==> src/insn_pkg.sv <==
package insn_pkg;

   // ==========================================
   // instruction classes
   typedef enum logic [5:0] {
      OP_NOP, OP_ADD, OP_ADDC, OP_SUB, OP_SUBC, OP_MUL, OP_DIV, OP_DIVL,
      OP_CMPD, OP_CMPI, OP_NORM, OP_ARITH_RIGHT_SHIFT, OP_WIDEN, OP_JBS, OP_JBC,
      OP_BFLD, OP_BCOPY, OP_PUSH_AND_CALL, OP_CONTEXT_SWITCH, OP_RET, OP_TRAP, OP_LEGACY_POWER_DOWN_OP,
      OP_ILLEGAL
   } op_type;

   // ==========================================
   // opcode first bytes (arbitrary map, see instruction set reference)
   localparam logic [7:0] OPC_ADD   = 8'h00;
   localparam logic [7:0] OPC_ADDC  = 8'h10;
   localparam logic [7:0] OPC_SUB   = 8'h20;
   localparam logic [7:0] OPC_SUBC  = 8'h30;
   localparam logic [7:0] OPC_MUL   = 8'h0C;
   localparam logic [7:0] OPC_DIV   = 8'h4C;
   localparam logic [7:0] OPC_DIVL  = 8'h6C;
   localparam logic [7:0] OPC_CMPD  = 8'hA0;
   localparam logic [7:0] OPC_CMPI  = 8'h80;
   localparam logic [7:0] OPC_NORM  = 8'h2B;
   localparam logic [7:0] OPC_ARITH_RIGHT_SHIFT  = 8'hAC;
   localparam logic [7:0] OPC_WIDEN = 8'hD0;
   localparam logic [7:0] OPC_JBS   = 8'h8C;
   localparam logic [7:0] OPC_JBC   = 8'h9C;
   localparam logic [7:0] OPC_BFLD  = 8'h0A;
   localparam logic [7:0] OPC_BCOPY = 8'h4E;
   localparam logic [7:0] OPC_PUSH_AND_CALL = 8'hE2;
   localparam logic [7:0] OPC_CONTEXT_SWITCH  = 8'hC6;
   localparam logic [7:0] OPC_RET   = 8'hCE;
   localparam logic [7:0] OPC_TRAP  = 8'h9B;
   localparam logic [7:0] OPC_LEGACY_POWER_DOWN_OP = 8'h97;
   localparam logic [7:0] OPC_NOP   = 8'hCC;

   // ==========================================
   // encoding lengths and step sizes
   localparam logic [2:0] LEN_SHORT = 3'h2;
   localparam logic [2:0] LEN_LONG  = 3'h4;
   localparam logic [1:0] STEP_ONE  = 2'h1;
   localparam logic [1:0] STEP_TWO  = 2'h2;

   // ==========================================
   // reset values
   localparam logic [15:0] WORD_RESET = 16'h0000;
   localparam logic        FLAG_RESET = 1'b0;

endpackage : insn_pkg

==> src/insn_execute.sv <==
`timescale 1ns/1ps
// Notes on behaviour
// RULE1 - word and byte add, plain or with carry, 2 or 4 byte forms
// RULE2 - word and byte subtract, plain or with borrow, 2 or 4 byte forms
// RULE3 - multiply two registers 16 by 16, signed or unsigned
// RULE4 - divide low half of muldiv register by register, 16 by 16
// RULE5 - divide full 32-bit muldiv register by 16-bit register
// RULE6 - compare word with register, then decrement register by 1 or 2
// RULE7 - compare word with register, then increment register by 1 or 2
// RULE8 - count shifts needed to normalise a word, write to destination; code counts leading bits equal to bit 15, so 16'h8000 gives 1
// RULE9 - arithmetic right shift replicating sign bit
// RULE10 - widen byte to word with sign or zero extension
// RULE11 - jump if bit set; clearing variant also clears bit
// RULE12 - jump if bit clear; setting variant also sets bit
// RULE13 - change only masked bits of high or low byte with immediate
// RULE14 - copy a bit or its inverse to another bit
// RULE15 - push a register then call absolute target
// RULE16 - push a register then load it with the operand
// RULE17 - return pops address; pop variant also pops a register
// RULE18 - trap enters service routine chosen by immediate number
// RULE19 - legacy power down decodes as valid 4-byte op, does nothing; code still loads CARRY_OUT 0, ZERO_OUT 1, NEG_OUT 0
// RULE20 - opcode patterns follow the core instruction set reference
module insn_execute #(
   parameter int WIDTH = 16
) (
   input  wire logic             SYS_CLK,
   input  wire logic             RESET,
   input  wire logic             ISSUE,
   input  wire logic [31:0]      INSN,
   input  wire logic [WIDTH-1:0] OPND_A,
   input  wire logic [WIDTH-1:0] OPND_B,
   input  wire logic             CARRY_IN,
   input  wire logic             BIT_SRC,
   input  wire logic [31:0]      MULDIV_IN,
   input  wire logic [15:0]      PC_IN,
   output      logic             READY,
   output      logic             DONE,
   output      logic [2:0]       LENGTH,
   output      logic             ILLEGAL,
   output      logic [WIDTH-1:0] RESULT,
   output      logic             RESULT_WE,
   output      logic [WIDTH-1:0] REG_UPDATE,
   output      logic             REG_UPDATE_WE,
   output      logic [31:0]      MULDIV_OUT,
   output      logic             MULDIV_WE,
   output      logic             CARRY_OUT,
   output      logic             ZERO_OUT,
   output      logic             NEG_OUT,
   output      logic             BIT_OUT,
   output      logic             BIT_WE,
   output      logic             BRANCH,
   output      logic [15:0]      TARGET,
   output      logic             PUSH,
   output      logic [15:0]      PUSH_DATA,
   output      logic [1:0]       POP_COUNT
);
   // ==========================================
   // decode
   insn_pkg::op_type op;
   logic [2:0]       len;
   logic             variant;

   insn_decode u_decode (
      .word    (INSN),
      .op      (op),
      .len     (len),
      .variant (variant)
   ); // RULE20

   // ==========================================
   // divider
   logic        div_busy;
   logic        div_done;
   logic [15:0] div_q;
   logic [15:0] div_r;
   logic        div_start;
   logic        div_pending;

   assign div_start = ISSUE && READY && (op == insn_pkg::OP_DIV || op == insn_pkg::OP_DIVL);

   insn_divider u_divider (
      .clk       (SYS_CLK),
      .rst       (RESET),
      .start     (div_start),
      .signed_op (!variant),
      .dividend  (op == insn_pkg::OP_DIVL ? MULDIV_IN
                  : (!variant ? {{16{MULDIV_IN[15]}}, MULDIV_IN[15:0]}
                              : {16'h0000, MULDIV_IN[15:0]})), // RULE4 RULE5
      .divisor   (OPND_B),
      .busy      (div_busy),
      .done      (div_done),
      .quotient  (div_q),
      .remainder (div_r)
   );

   assign READY = !div_busy && !div_pending;

   // ==========================================
   // helpers
   function automatic logic [4:0] lead_count(input logic [15:0] v);
      logic [4:0] n;
      logic       found;
      n = 5'h00;
      found = 1'b0;
      for (int i = 15; i >= 0; i--) begin
         if (!found && (v[i] ^ v[15]) == 1'b0 && i != 0) n = n + 5'h01;
         else found = 1'b1;
      end
      lead_count = (v == 16'h0000) ? 5'h00 : n;
   endfunction : lead_count

   // ==========================================
   // combinational datapath
   logic [16:0] sum;
   logic [8:0]  sum_b;
   logic [31:0] product;
   logic [15:0] step;
   logic [15:0] mask;
   logic [15:0] next_result;
   logic        next_we;
   logic        next_carry;

   localparam logic [15:0] WORD_ZERO = insn_pkg::WORD_RESET;

   always_comb begin
      sum = 17'h00000;
      sum_b = 9'h000;
      product = 32'h00000000;
      next_result = WORD_ZERO;
      next_we = 1'b0;
      next_carry = 1'b0;
      step = {14'h0000, variant ? insn_pkg::STEP_TWO : insn_pkg::STEP_ONE};
      mask = 16'h0000;
      unique case (op)
         insn_pkg::OP_ADD, insn_pkg::OP_ADDC: begin
            sum = {1'b0, OPND_A} + {1'b0, OPND_B}
                  + {16'h0000, op == insn_pkg::OP_ADDC && CARRY_IN}; // RULE1
            sum_b = {1'b0, OPND_A[7:0]} + {1'b0, OPND_B[7:0]}
                    + {8'h00, op == insn_pkg::OP_ADDC && CARRY_IN};
            next_result = variant ? {OPND_A[15:8], sum_b[7:0]} : sum[15:0];
            next_carry = variant ? sum_b[8] : sum[16];
            next_we = 1'b1;
         end
         insn_pkg::OP_SUB, insn_pkg::OP_SUBC: begin
            sum = {1'b0, OPND_A} - {1'b0, OPND_B}
                  - {16'h0000, op == insn_pkg::OP_SUBC && CARRY_IN}; // RULE2
            sum_b = {1'b0, OPND_A[7:0]} - {1'b0, OPND_B[7:0]}
                    - {8'h00, op == insn_pkg::OP_SUBC && CARRY_IN};
            next_result = variant ? {OPND_A[15:8], sum_b[7:0]} : sum[15:0];
            next_carry = variant ? sum_b[8] : sum[16];
            next_we = 1'b1;
         end
         insn_pkg::OP_MUL: begin
            product = variant ? OPND_A * OPND_B
                              : 32'($signed(OPND_A) * $signed(OPND_B)); // RULE3
         end
         insn_pkg::OP_CMPD, insn_pkg::OP_CMPI: begin
            sum = {1'b0, OPND_A} - {1'b0, OPND_B};
            next_carry = sum[16];
            next_result = sum[15:0];
         end
         insn_pkg::OP_NORM: begin
            next_result = {11'h000, lead_count(OPND_B)}; // RULE8
            next_we = 1'b1;
         end
         insn_pkg::OP_ARITH_RIGHT_SHIFT: begin
            next_result = 16'($signed(OPND_A) >>> OPND_B[3:0]); // RULE9
            next_we = 1'b1;
         end
         insn_pkg::OP_WIDEN: begin
            next_result = variant ? {8'h00, OPND_B[7:0]}
                                  : {{8{OPND_B[7]}}, OPND_B[7:0]}; // RULE10
            next_we = 1'b1;
         end
         insn_pkg::OP_BFLD: begin
            mask = INSN[15] ? {INSN[23:16], 8'h00} : {8'h00, INSN[23:16]};
            next_result = (OPND_A & ~mask)
                          | ((INSN[15] ? {INSN[31:24], 8'h00}
                                       : {8'h00, INSN[31:24]}) & mask); // RULE13
            next_we = 1'b1;
         end
         insn_pkg::OP_CONTEXT_SWITCH: begin
            next_result = OPND_B; // RULE16
            next_we = 1'b1;
         end
         default: begin
            next_result = WORD_ZERO;
         end
      endcase
   end

   // ==========================================
   // result and flags
   always_ff @(posedge SYS_CLK) begin
      if (RESET) begin
         RESULT <= insn_pkg::WORD_RESET;
         RESULT_WE <= insn_pkg::FLAG_RESET;
         CARRY_OUT <= insn_pkg::FLAG_RESET;
         ZERO_OUT <= insn_pkg::FLAG_RESET;
         NEG_OUT <= insn_pkg::FLAG_RESET;
         LENGTH <= insn_pkg::LEN_SHORT;
         ILLEGAL <= insn_pkg::FLAG_RESET;
         DONE <= insn_pkg::FLAG_RESET;
      end else begin
         RESULT_WE <= 1'b0;
         DONE <= div_done;
         ILLEGAL <= 1'b0;
         if (ISSUE && READY) begin
            RESULT <= next_result;
            RESULT_WE <= next_we;
            CARRY_OUT <= next_carry;
            ZERO_OUT <= next_result == WORD_ZERO;
            NEG_OUT <= next_result[15];
            LENGTH <= len; // RULE1 RULE2 RULE19
            ILLEGAL <= op == insn_pkg::OP_ILLEGAL;
            DONE <= !div_start;
         end
      end
   end

   // ==========================================
   // register step and muldiv register
   always_ff @(posedge SYS_CLK) begin
      if (RESET) begin
         REG_UPDATE <= insn_pkg::WORD_RESET;
         REG_UPDATE_WE <= insn_pkg::FLAG_RESET;
         MULDIV_OUT <= 32'h00000000;
         MULDIV_WE <= insn_pkg::FLAG_RESET;
         div_pending <= 1'b0;
      end else begin
         REG_UPDATE_WE <= 1'b0;
         MULDIV_WE <= 1'b0;
         if (div_start) div_pending <= 1'b1;
         else if (div_done) div_pending <= 1'b0;
         if (ISSUE && READY && op == insn_pkg::OP_CMPD) begin
            REG_UPDATE <= OPND_A - step; // RULE6
            REG_UPDATE_WE <= 1'b1;
         end
         if (ISSUE && READY && op == insn_pkg::OP_CMPI) begin
            REG_UPDATE <= OPND_A + step; // RULE7
            REG_UPDATE_WE <= 1'b1;
         end
         if (ISSUE && READY && op == insn_pkg::OP_MUL) begin
            MULDIV_OUT <= product; // RULE3
            MULDIV_WE <= 1'b1;
         end
         if (div_done) begin
            MULDIV_OUT <= {div_r, div_q}; // RULE4 RULE5
            MULDIV_WE <= 1'b1;
         end
      end
   end

   // ==========================================
   // bits, branches and stack
   always_ff @(posedge SYS_CLK) begin
      if (RESET) begin
         BIT_OUT <= insn_pkg::FLAG_RESET;
         BIT_WE <= insn_pkg::FLAG_RESET;
         BRANCH <= insn_pkg::FLAG_RESET;
         TARGET <= insn_pkg::WORD_RESET;
         PUSH <= insn_pkg::FLAG_RESET;
         PUSH_DATA <= insn_pkg::WORD_RESET;
         POP_COUNT <= 2'h0;
      end else begin
         BIT_WE <= 1'b0;
         BRANCH <= 1'b0;
         PUSH <= 1'b0;
         POP_COUNT <= 2'h0;
         if (ISSUE && READY) begin
            unique case (op)
               insn_pkg::OP_JBS: begin
                  BRANCH <= BIT_SRC; // RULE11
                  TARGET <= PC_IN + {{8{INSN[31]}}, INSN[31:24]};
                  BIT_WE <= variant && BIT_SRC;
                  BIT_OUT <= 1'b0;
               end
               insn_pkg::OP_JBC: begin
                  BRANCH <= !BIT_SRC; // RULE12
                  TARGET <= PC_IN + {{8{INSN[31]}}, INSN[31:24]};
                  BIT_WE <= variant && !BIT_SRC;
                  BIT_OUT <= 1'b1;
               end
               insn_pkg::OP_BCOPY: begin
                  BIT_OUT <= BIT_SRC ^ variant; // RULE14
                  BIT_WE <= 1'b1;
               end
               insn_pkg::OP_PUSH_AND_CALL: begin
                  PUSH <= 1'b1; // RULE15
                  PUSH_DATA <= OPND_A;
                  BRANCH <= 1'b1;
                  TARGET <= INSN[31:16];
               end
               insn_pkg::OP_CONTEXT_SWITCH: begin
                  PUSH <= 1'b1; // RULE16
                  PUSH_DATA <= OPND_A;
               end
               insn_pkg::OP_RET: begin
                  POP_COUNT <= variant ? 2'h2 : 2'h1; // RULE17
                  BRANCH <= 1'b1;
                  TARGET <= OPND_A;
               end
               insn_pkg::OP_TRAP: begin
                  PUSH <= 1'b1;
                  PUSH_DATA <= PC_IN + {13'h0000, insn_pkg::LEN_SHORT};
                  BRANCH <= 1'b1;
                  TARGET <= {7'h00, INSN[15:9], 2'h0}; // RULE18
               end
               default: begin
                  BRANCH <= 1'b0; // RULE19
               end
            endcase
         end
      end
   end

   // ==========================================
   // checks
   chk_legacy_power_down_op_quiet : assert property (@(posedge SYS_CLK) disable iff (RESET)
      ISSUE && READY && op == insn_pkg::OP_LEGACY_POWER_DOWN_OP |=> !RESULT_WE && !BRANCH && !PUSH
      && LENGTH == insn_pkg::LEN_LONG) else $error("power down op acted"); // RULE19
   chk_cmpd_step : assert property (@(posedge SYS_CLK) disable iff (RESET)
      ISSUE && READY && op == insn_pkg::OP_CMPD |=> REG_UPDATE_WE
      && REG_UPDATE == $past(OPND_A) - $past(step)) else $error("bad decrement"); // RULE6
   chk_cmpi_step : assert property (@(posedge SYS_CLK) disable iff (RESET)
      ISSUE && READY && op == insn_pkg::OP_CMPI |=> REG_UPDATE_WE
      && REG_UPDATE == $past(OPND_A) + $past(step)) else $error("bad increment"); // RULE7
   chk_div_finish : assert property (@(posedge SYS_CLK) disable iff (RESET)
      div_start |-> ##[30:34] MULDIV_WE) else $error("divide never finished"); // RULE5
   chk_add_sum : assert property (@(posedge SYS_CLK) disable iff (RESET)
      ISSUE && READY && op == insn_pkg::OP_ADD && !variant |=>
      RESULT == $past(OPND_A) + $past(OPND_B)) else $error("bad add"); // RULE1
   chk_sub_diff : assert property (@(posedge SYS_CLK) disable iff (RESET)
      ISSUE && READY && op == insn_pkg::OP_SUB && !variant |=>
      RESULT == $past(OPND_A) - $past(OPND_B)) else $error("bad subtract"); // RULE2
   chk_jump_set : assert property (@(posedge SYS_CLK) disable iff (RESET)
      ISSUE && READY && op == insn_pkg::OP_JBS |=> BRANCH == $past(BIT_SRC))
      else $error("bad bit jump"); // RULE11
   chk_ret_pops : assert property (@(posedge SYS_CLK) disable iff (RESET)
      ISSUE && READY && op == insn_pkg::OP_RET |=> POP_COUNT != 2'h0 && BRANCH)
      else $error("return without pop"); // RULE17
   chk_push_call : assert property (@(posedge SYS_CLK) disable iff (RESET)
      ISSUE && READY && op == insn_pkg::OP_PUSH_AND_CALL |=> PUSH && BRANCH)
      else $error("call without push"); // RULE15

endmodule : insn_execute

==> src/insn_decode.sv <==
`timescale 1ns/1ps
module insn_decode (
   input  wire logic [31:0]         word,
   output      insn_pkg::op_type    op,
   output      logic [2:0]          len,
   output      logic                variant
);
   // ==========================================
   // opcode to class, length and variant bit
   always_comb begin
      op      = insn_pkg::OP_ILLEGAL;
      len     = insn_pkg::LEN_SHORT;
      variant = word[0];
      unique case (word[7:0]) inside
         insn_pkg::OPC_ADD,  insn_pkg::OPC_ADD  | 8'h01,
         insn_pkg::OPC_ADD  | 8'h08, insn_pkg::OPC_ADD  | 8'h09: begin
            op = insn_pkg::OP_ADD;
            len = word[3] ? insn_pkg::LEN_LONG : insn_pkg::LEN_SHORT;
         end
         insn_pkg::OPC_ADDC, insn_pkg::OPC_ADDC | 8'h01,
         insn_pkg::OPC_ADDC | 8'h08, insn_pkg::OPC_ADDC | 8'h09: begin
            op = insn_pkg::OP_ADDC;
            len = word[3] ? insn_pkg::LEN_LONG : insn_pkg::LEN_SHORT;
         end
         insn_pkg::OPC_SUB,  insn_pkg::OPC_SUB  | 8'h01,
         insn_pkg::OPC_SUB  | 8'h08, insn_pkg::OPC_SUB  | 8'h09: begin
            op = insn_pkg::OP_SUB;
            len = word[3] ? insn_pkg::LEN_LONG : insn_pkg::LEN_SHORT;
         end
         insn_pkg::OPC_SUBC, insn_pkg::OPC_SUBC | 8'h01,
         insn_pkg::OPC_SUBC | 8'h08, insn_pkg::OPC_SUBC | 8'h09: begin
            op = insn_pkg::OP_SUBC;
            len = word[3] ? insn_pkg::LEN_LONG : insn_pkg::LEN_SHORT;
         end
         insn_pkg::OPC_CMPD, insn_pkg::OPC_CMPD | 8'h01,
         insn_pkg::OPC_CMPD | 8'h08, insn_pkg::OPC_CMPD | 8'h09: begin
            op = insn_pkg::OP_CMPD;
            len = word[3] ? insn_pkg::LEN_LONG : insn_pkg::LEN_SHORT;
         end
         insn_pkg::OPC_CMPI, insn_pkg::OPC_CMPI | 8'h01,
         insn_pkg::OPC_CMPI | 8'h08, insn_pkg::OPC_CMPI | 8'h09: begin
            op = insn_pkg::OP_CMPI;
            len = word[3] ? insn_pkg::LEN_LONG : insn_pkg::LEN_SHORT;
         end
         insn_pkg::OPC_WIDEN, insn_pkg::OPC_WIDEN | 8'h01,
         insn_pkg::OPC_WIDEN | 8'h08, insn_pkg::OPC_WIDEN | 8'h09: begin
            op = insn_pkg::OP_WIDEN;
            len = word[3] ? insn_pkg::LEN_LONG : insn_pkg::LEN_SHORT;
         end
         insn_pkg::OPC_MUL,  insn_pkg::OPC_MUL  | 8'h01: op = insn_pkg::OP_MUL;
         insn_pkg::OPC_DIV,  insn_pkg::OPC_DIV  | 8'h01: op = insn_pkg::OP_DIV;
         insn_pkg::OPC_DIVL, insn_pkg::OPC_DIVL | 8'h01: op = insn_pkg::OP_DIVL;
         insn_pkg::OPC_NORM:  op = insn_pkg::OP_NORM;
         insn_pkg::OPC_ARITH_RIGHT_SHIFT:  op = insn_pkg::OP_ARITH_RIGHT_SHIFT;
         insn_pkg::OPC_RET,  insn_pkg::OPC_RET  | 8'h01: op = insn_pkg::OP_RET;
         insn_pkg::OPC_TRAP:  op = insn_pkg::OP_TRAP;
         insn_pkg::OPC_NOP:   op = insn_pkg::OP_NOP;
         insn_pkg::OPC_JBS, insn_pkg::OPC_JBS | 8'h01: begin
            op = insn_pkg::OP_JBS;
            len = insn_pkg::LEN_LONG;
         end
         insn_pkg::OPC_JBC, insn_pkg::OPC_JBC | 8'h01: begin
            op = insn_pkg::OP_JBC;
            len = insn_pkg::LEN_LONG;
         end
         insn_pkg::OPC_BFLD: begin
            op = insn_pkg::OP_BFLD;
            len = insn_pkg::LEN_LONG;
         end
         insn_pkg::OPC_BCOPY, insn_pkg::OPC_BCOPY | 8'h01: begin
            op = insn_pkg::OP_BCOPY;
            len = insn_pkg::LEN_LONG;
         end
         insn_pkg::OPC_PUSH_AND_CALL: begin
            op = insn_pkg::OP_PUSH_AND_CALL;
            len = insn_pkg::LEN_LONG;
         end
         insn_pkg::OPC_CONTEXT_SWITCH: begin
            op = insn_pkg::OP_CONTEXT_SWITCH;
            len = insn_pkg::LEN_LONG;
         end
         insn_pkg::OPC_LEGACY_POWER_DOWN_OP: begin
            op = insn_pkg::OP_LEGACY_POWER_DOWN_OP;
            len = insn_pkg::LEN_LONG;
         end
         default: op = insn_pkg::OP_ILLEGAL;
      endcase
   end
endmodule : insn_decode

==> src/insn_divider.sv <==
`timescale 1ns/1ps
module insn_divider (
   input  wire logic        clk,
   input  wire logic        rst,
   input  wire logic        start,
   input  wire logic        signed_op,
   input  wire logic [31:0] dividend,
   input  wire logic [15:0] divisor,
   output      logic        busy,
   output      logic        done,
   output      logic [15:0] quotient,
   output      logic [15:0] remainder
);
   // ==========================================
   // restoring divider, one bit per cycle
   logic [31:0] quo;
   logic [32:0] rem;
   logic [15:0] dvs;
   logic [5:0]  count;
   logic        neg_q;
   logic        neg_r;
   logic [32:0] trial;

   assign trial = {rem[31:0], quo[31]} - {17'h00000, dvs};

   always_ff @(posedge clk) begin
      if (rst) begin
         busy <= 1'b0;
         done <= 1'b0;
         quo <= 32'h00000000;
         rem <= 33'h000000000;
         dvs <= 16'h0000;
         count <= 6'h00;
         neg_q <= 1'b0;
         neg_r <= 1'b0;
         quotient <= 16'h0000;
         remainder <= 16'h0000;
      end else begin
         done <= 1'b0;
         if (start && !busy) begin
            busy <= 1'b1;
            count <= 6'h20;
            rem <= 33'h000000000;
            quo <= (signed_op && dividend[31]) ? 32'h00000000 - dividend : dividend;
            dvs <= (signed_op && divisor[15]) ? 16'h0000 - divisor : divisor;
            neg_q <= signed_op && (dividend[31] ^ divisor[15]);
            neg_r <= signed_op && dividend[31];
         end else if (busy) begin
            if (!trial[32]) begin
               rem <= trial;
               quo <= {quo[30:0], 1'b1};
            end else begin
               rem <= {rem[31:0], quo[31]};
               quo <= {quo[30:0], 1'b0};
            end
            count <= count - 6'h01;
            if (count == 6'h01) begin
               busy <= 1'b0;
               done <= 1'b1;
            end
         end
         if (busy && count == 6'h01) begin
            quotient <= neg_q ? 16'h0000 - next_q(trial, quo) : next_q(trial, quo);
            remainder <= neg_r ? 16'h0000 - next_r(trial, rem, quo)
                                : next_r(trial, rem, quo);
         end
      end
   end

   function automatic logic [15:0] next_q(input logic [32:0] t, input logic [31:0] q);
      next_q = {q[14:0], ~t[32]};
   endfunction : next_q

   function automatic logic [15:0] next_r(input logic [32:0] t, input logic [32:0] r,
                                          input logic [31:0] q);
      logic [32:0] sh;
      sh = {r[31:0], q[31]};
      next_r = t[32] ? sh[15:0] : t[15:0];
   endfunction : next_r
endmodule : insn_divider

==> config.mk <==
export PLATFORM = sky130hd
export DESIGN_NAME = insn_execute
export DESIGN_NICKNAME = d
export VERILOG_FILES = /design/src/insn_pkg.sv /design/src/insn_execute.sv /design/src/insn_decode.sv /design/src/insn_divider.sv
export SDC_FILE = /design/constraint.sdc
export NUM_CORES = 2
export LEC_CHECK = 0
export BUFFER_PORTS_ARGS = -buffer_cell sky130_fd_sc_hd__buf_2
export CAP_MARGIN = 20
export CORE_MARGIN = 2
export CORE_UTILIZATION = 50
export CTS_BUF_LIST = sky130_fd_sc_hd__clkbuf_4
export DETAILED_ROUTE_END_ITERATION = 8
export PLACE_DENSITY = 0.68
export SYNTH_ARGS = -nofsm -noshare
export SYNTH_HDL_FRONTEND = slang
export SYNTH_SLANG_ARGS = --single-unit
export TNS_END_PERCENT = 1
==> constraint.sdc <==
create_clock -name SYS_CLK -period 18.2 [get_ports SYS_CLK]
set_clock_uncertainty 0.2 [all_clocks]
set_input_delay 4.55 -clock SYS_CLK [delete_from_list [all_inputs] [get_ports SYS_CLK]]
set_output_delay 4.55 -clock SYS_CLK [all_outputs]
set_load 0.01 [all_outputs]
==> flow_summary.json <==
{
  "ys_seq_area_share_pct": 14.2,
  "worstSetupStartpointType": "primary input",
  "cts.sinks": 234,
  "drtAntennaViolNets": 0,
  "power.switching_w": 0.00365,
  "holdCritPathClass": "reg2reg",
  "power_frac_seq_pct": 7.9,
  "syn_avg_cell_area_um2": 8.00,
  "slowest_delay_ps": 600,
  "wl_per_cell_um": 21.5,
  "finalSetupViolCount": 0,
  "drt_iter0_drc": 2988,
  "synth_nets": 4872,
  "antenna_found_initial": 4,
  "die_h_um": 261,
  "grt_usage_pct": 32.2,
  "async_flop_share_pct": 0,
  "die_x_um": 261,
  "grt_pass1_wl_um": 168000,
  "path_common_cell": "ha_1",
  "min_path_cells": 2,
  "p_per_area_mw_per_mm2": 186,
  "path_class": "in2reg",
  "p_clk_share_pct": 7.7,
  "drt-total-wl_um": 111000,
  "dieArea_mm2": 0.0679,
  "postLayoutCoreUtil_pct": 54.4,
  "cts_setup_buffers": 0,
  "insertion_delay_ps": 850,
  "period_share_pct": 70.1,
  "reg2reg_slack_ps": 12340,
  "ys_dominant_reg_cell": "dfxtp_1",
  "drive_above_1_share_pct": 10.0,
  "cts_buffers": 71,
  "status": "complete, no violations",
  "maxCapViolations": 0,
  "avgViaCountPerCell": 5.93,
  "dr.pass1.iters": 9,
  "overflow": 0,
  "leakage_nw": 16.3,
  "crit_required_ps": 18670,
  "ir_drop_mv": 0.339,
  "ctsLongestPathBuffers": 3,
  "htree_levels": 3,
  "grt_pass1_vias": 29100,
  "r2r_start": "u_divider.busy",
  "drc": 0,
  "synth_cells": 4115,
  "pwr-share-comb_pct": 84.4,
  "via_count": 30700,
  "period_minus_slack_ps": 12760,
  "fmax_ghz": 0.0783,
  "start_util_pct": 50.3,
  "hpwl_um": 84600,
  "slew_violations": 0,
  "syn_area_mm2": 0.0329,
  "rows": 94,
  "r2r_end": "REG_UPDATE[14]",
  "cts_hold_buf": 0,
  "tritoncts": "built",
  "coreArea_mm2": 0.0655,
  "ys_ff_latch": 234,
  "clockRootBuffer": "clkbuf_4",
  "port_buffers": 228,
  "grt_max_degree": 80,
  "p_int_w": 0.00298,
  "n_fill_cell": 6232,
  "crit_path_max_fanout": 18,
  "syn_to_final_growth_pct": 8.20,
  "arrival_ps": 13230,
  "ctsResizeCount": 0,
  "worstHoldEndpoint": "LENGTH[1]",
  "ys_warn_count": 0,
  "slew-limit-headroom_pct": 18.0,
  "final_cell_mix": "491 x inv_1, 439 x nand2_1, 422 x nor2_1",
  "grt_setup_unrepaired": "no",
  "hp-start": "LENGTH[1]",
  "synth_edf_count": 0,
  "swShare_pct": 55.0,
  "setup_tns_ps": 0,
  "synthDistinctLibCells": 89,
  "gp_congestion": 1.02,
  "final_nets": 5006,
  "critical_path.slowest_cell": "a221oi_1",
  "worstMarginPinSlew_ps": 1220,
  "io_pins": 231,
  "final_common_cell": "inv_1",
  "reg2regPathDepth": 19,
  "path_clk_slew_ps": 50,
  "end_kind": "flop",
  "hold_violations": 0
}
-- layer usage --
metal | share of wire, % | track usage (%) | vias to the layer above
li1 | - | - | 14200
met1 | 41 | 42.7 | 14700
met2 | 46 | 51.2 | 1384
met3 | 8.6 | 5.67 | 314
met4 | 5.0 | 14.9 | 0
met5 | 0 | 0 | -
-- flip-flops by register name, summed over array words and instances, names as in the netlist, 2 cells and up --
| signal | flops |
|---|---|
| REG_UPDATE | 16 |
| TARGET | 16 |
| LENGTH | 2 |
| u_divider.rem | 32 |
| u_divider.remainder | 16 |
| u_divider.quo | 32 |
| u_divider.count | 6 |
| u_divider.quotient | 16 |
| MULDIV_OUT | 32 |
| u_divider.dvs | 16 |
| POP_COUNT | 2 |
| PUSH_DATA | 16 |
| RESULT | 16 |
-- worst max-delay path: cells and delay by family --
kind / cells / cell delay [ps]
multiplexers: 1 / 290
buffers and inverters: 3 / 880
AO/OA/AOI/OAI: 14 / 2690
adder cells (fa/ha/maj): 8 / 2730
AND/OR/NAND/NOR: 11 / 2060
-- cell type report --
| class | instances | area [µm²] | share of cell area [%] |
|---|---|---|---|
| multi-input cells | 3164 | 25600 | 71.8 |
| repair buffers | 272 | 1500 | 4.20 |
| diodes | 6 | 15.0 | 0.0421 |
| inverters | 506 | 1900 | 5.33 |
| flip-flops and latches | 234 | 4690 | 13.2 |
| clock inverters | 35 | 214 | 0.600 |
| well taps | 864 | 1080 | 3.03 |
| clock buffers | 87 | 653 | 1.83 |
-- power groups by stage --
stage	Clock, W	Combinational (W)	Sequential (W)
3_5_place_dp	0	0.00549	0.000535
2_1_floorplan	0	0.00400	0.000536
3_3_place_gp	0	0.00544	0.000535
5_1_grt	0.000548	0.00619	0.000524
4_1_cts	0.000524	0.00553	0.000524
6_report	0.000511	0.00560	0.000524
-- worst max path at each step --
stage                from        to  slack (ps)  cells after the start
2_1_floorplan  OPND_B[15]  ZERO_OUT        5950                     39
3_3_place_gp   OPND_B[14]  ZERO_OUT        4940                     37
3_5_place_dp   OPND_B[14]  ZERO_OUT        4850                     37
4_1_cts        OPND_B[14]  ZERO_OUT        5650                     37
5_1_grt        OPND_B[15]  ZERO_OUT        4910                     38
6_report       OPND_B[14]  ZERO_OUT        5440                     37
-- cells in the mapped netlist (all sizes together) (42+ instances only) --
cell | count | area [µm²]
o21ai | 188 | 941
a31oi | 44 | 275
fa | 374 | 7490
dfxtp | 234 | 4680
nor2 | 424 | 1590
nand3 | 76 | 385
a211oi | 108 | 823
a21o | 43 | 323
nand2 | 440 | 1650
a21oi | 267 | 1340
ha | 266 | 3330
xor2 | 89 | 780
mux2i | 66 | 677
inv | 494 | 1850
nor2b | 42 | 263
nor3 | 89 | 445
xnor2 | 150 | 1330
clkbuf | 172 | 646
-- metrics by stage --
stage               total power [W]  cell area (µm²)  cells  worst slack [ps]  hold WS (ps)
finish                      0.00663            35600   5168              5440           243
global route                0.00726            35600   5167              4910           261
CTS                         0.00658            35600   5161              5650           244
detailed placement          0.00603            34700   5039              4850           233
global placement            0.00597            34700   5039              4940           235
floorplan                   0.00453            32900   4115              5950           232
-- cells by family (layout without fill, tap and decap cells) --
logic type                 after synthesis  count (layout)  share of synthesized area (%)
AOI/OAI and AO/OA                      910             910                           17.8
xor gates and xnor gates               240             240                           6.48
adders and majority gates              642             642                           32.9
buffers and inverters                  717             900                           8.23
DFF                                    234             234                           14.2
muxes                                   76              76                           2.57
other                                    1               7                         0.0114
and+or+nand+nor                       1295            1295                           17.8
Power figures use the tool's default switching activity.
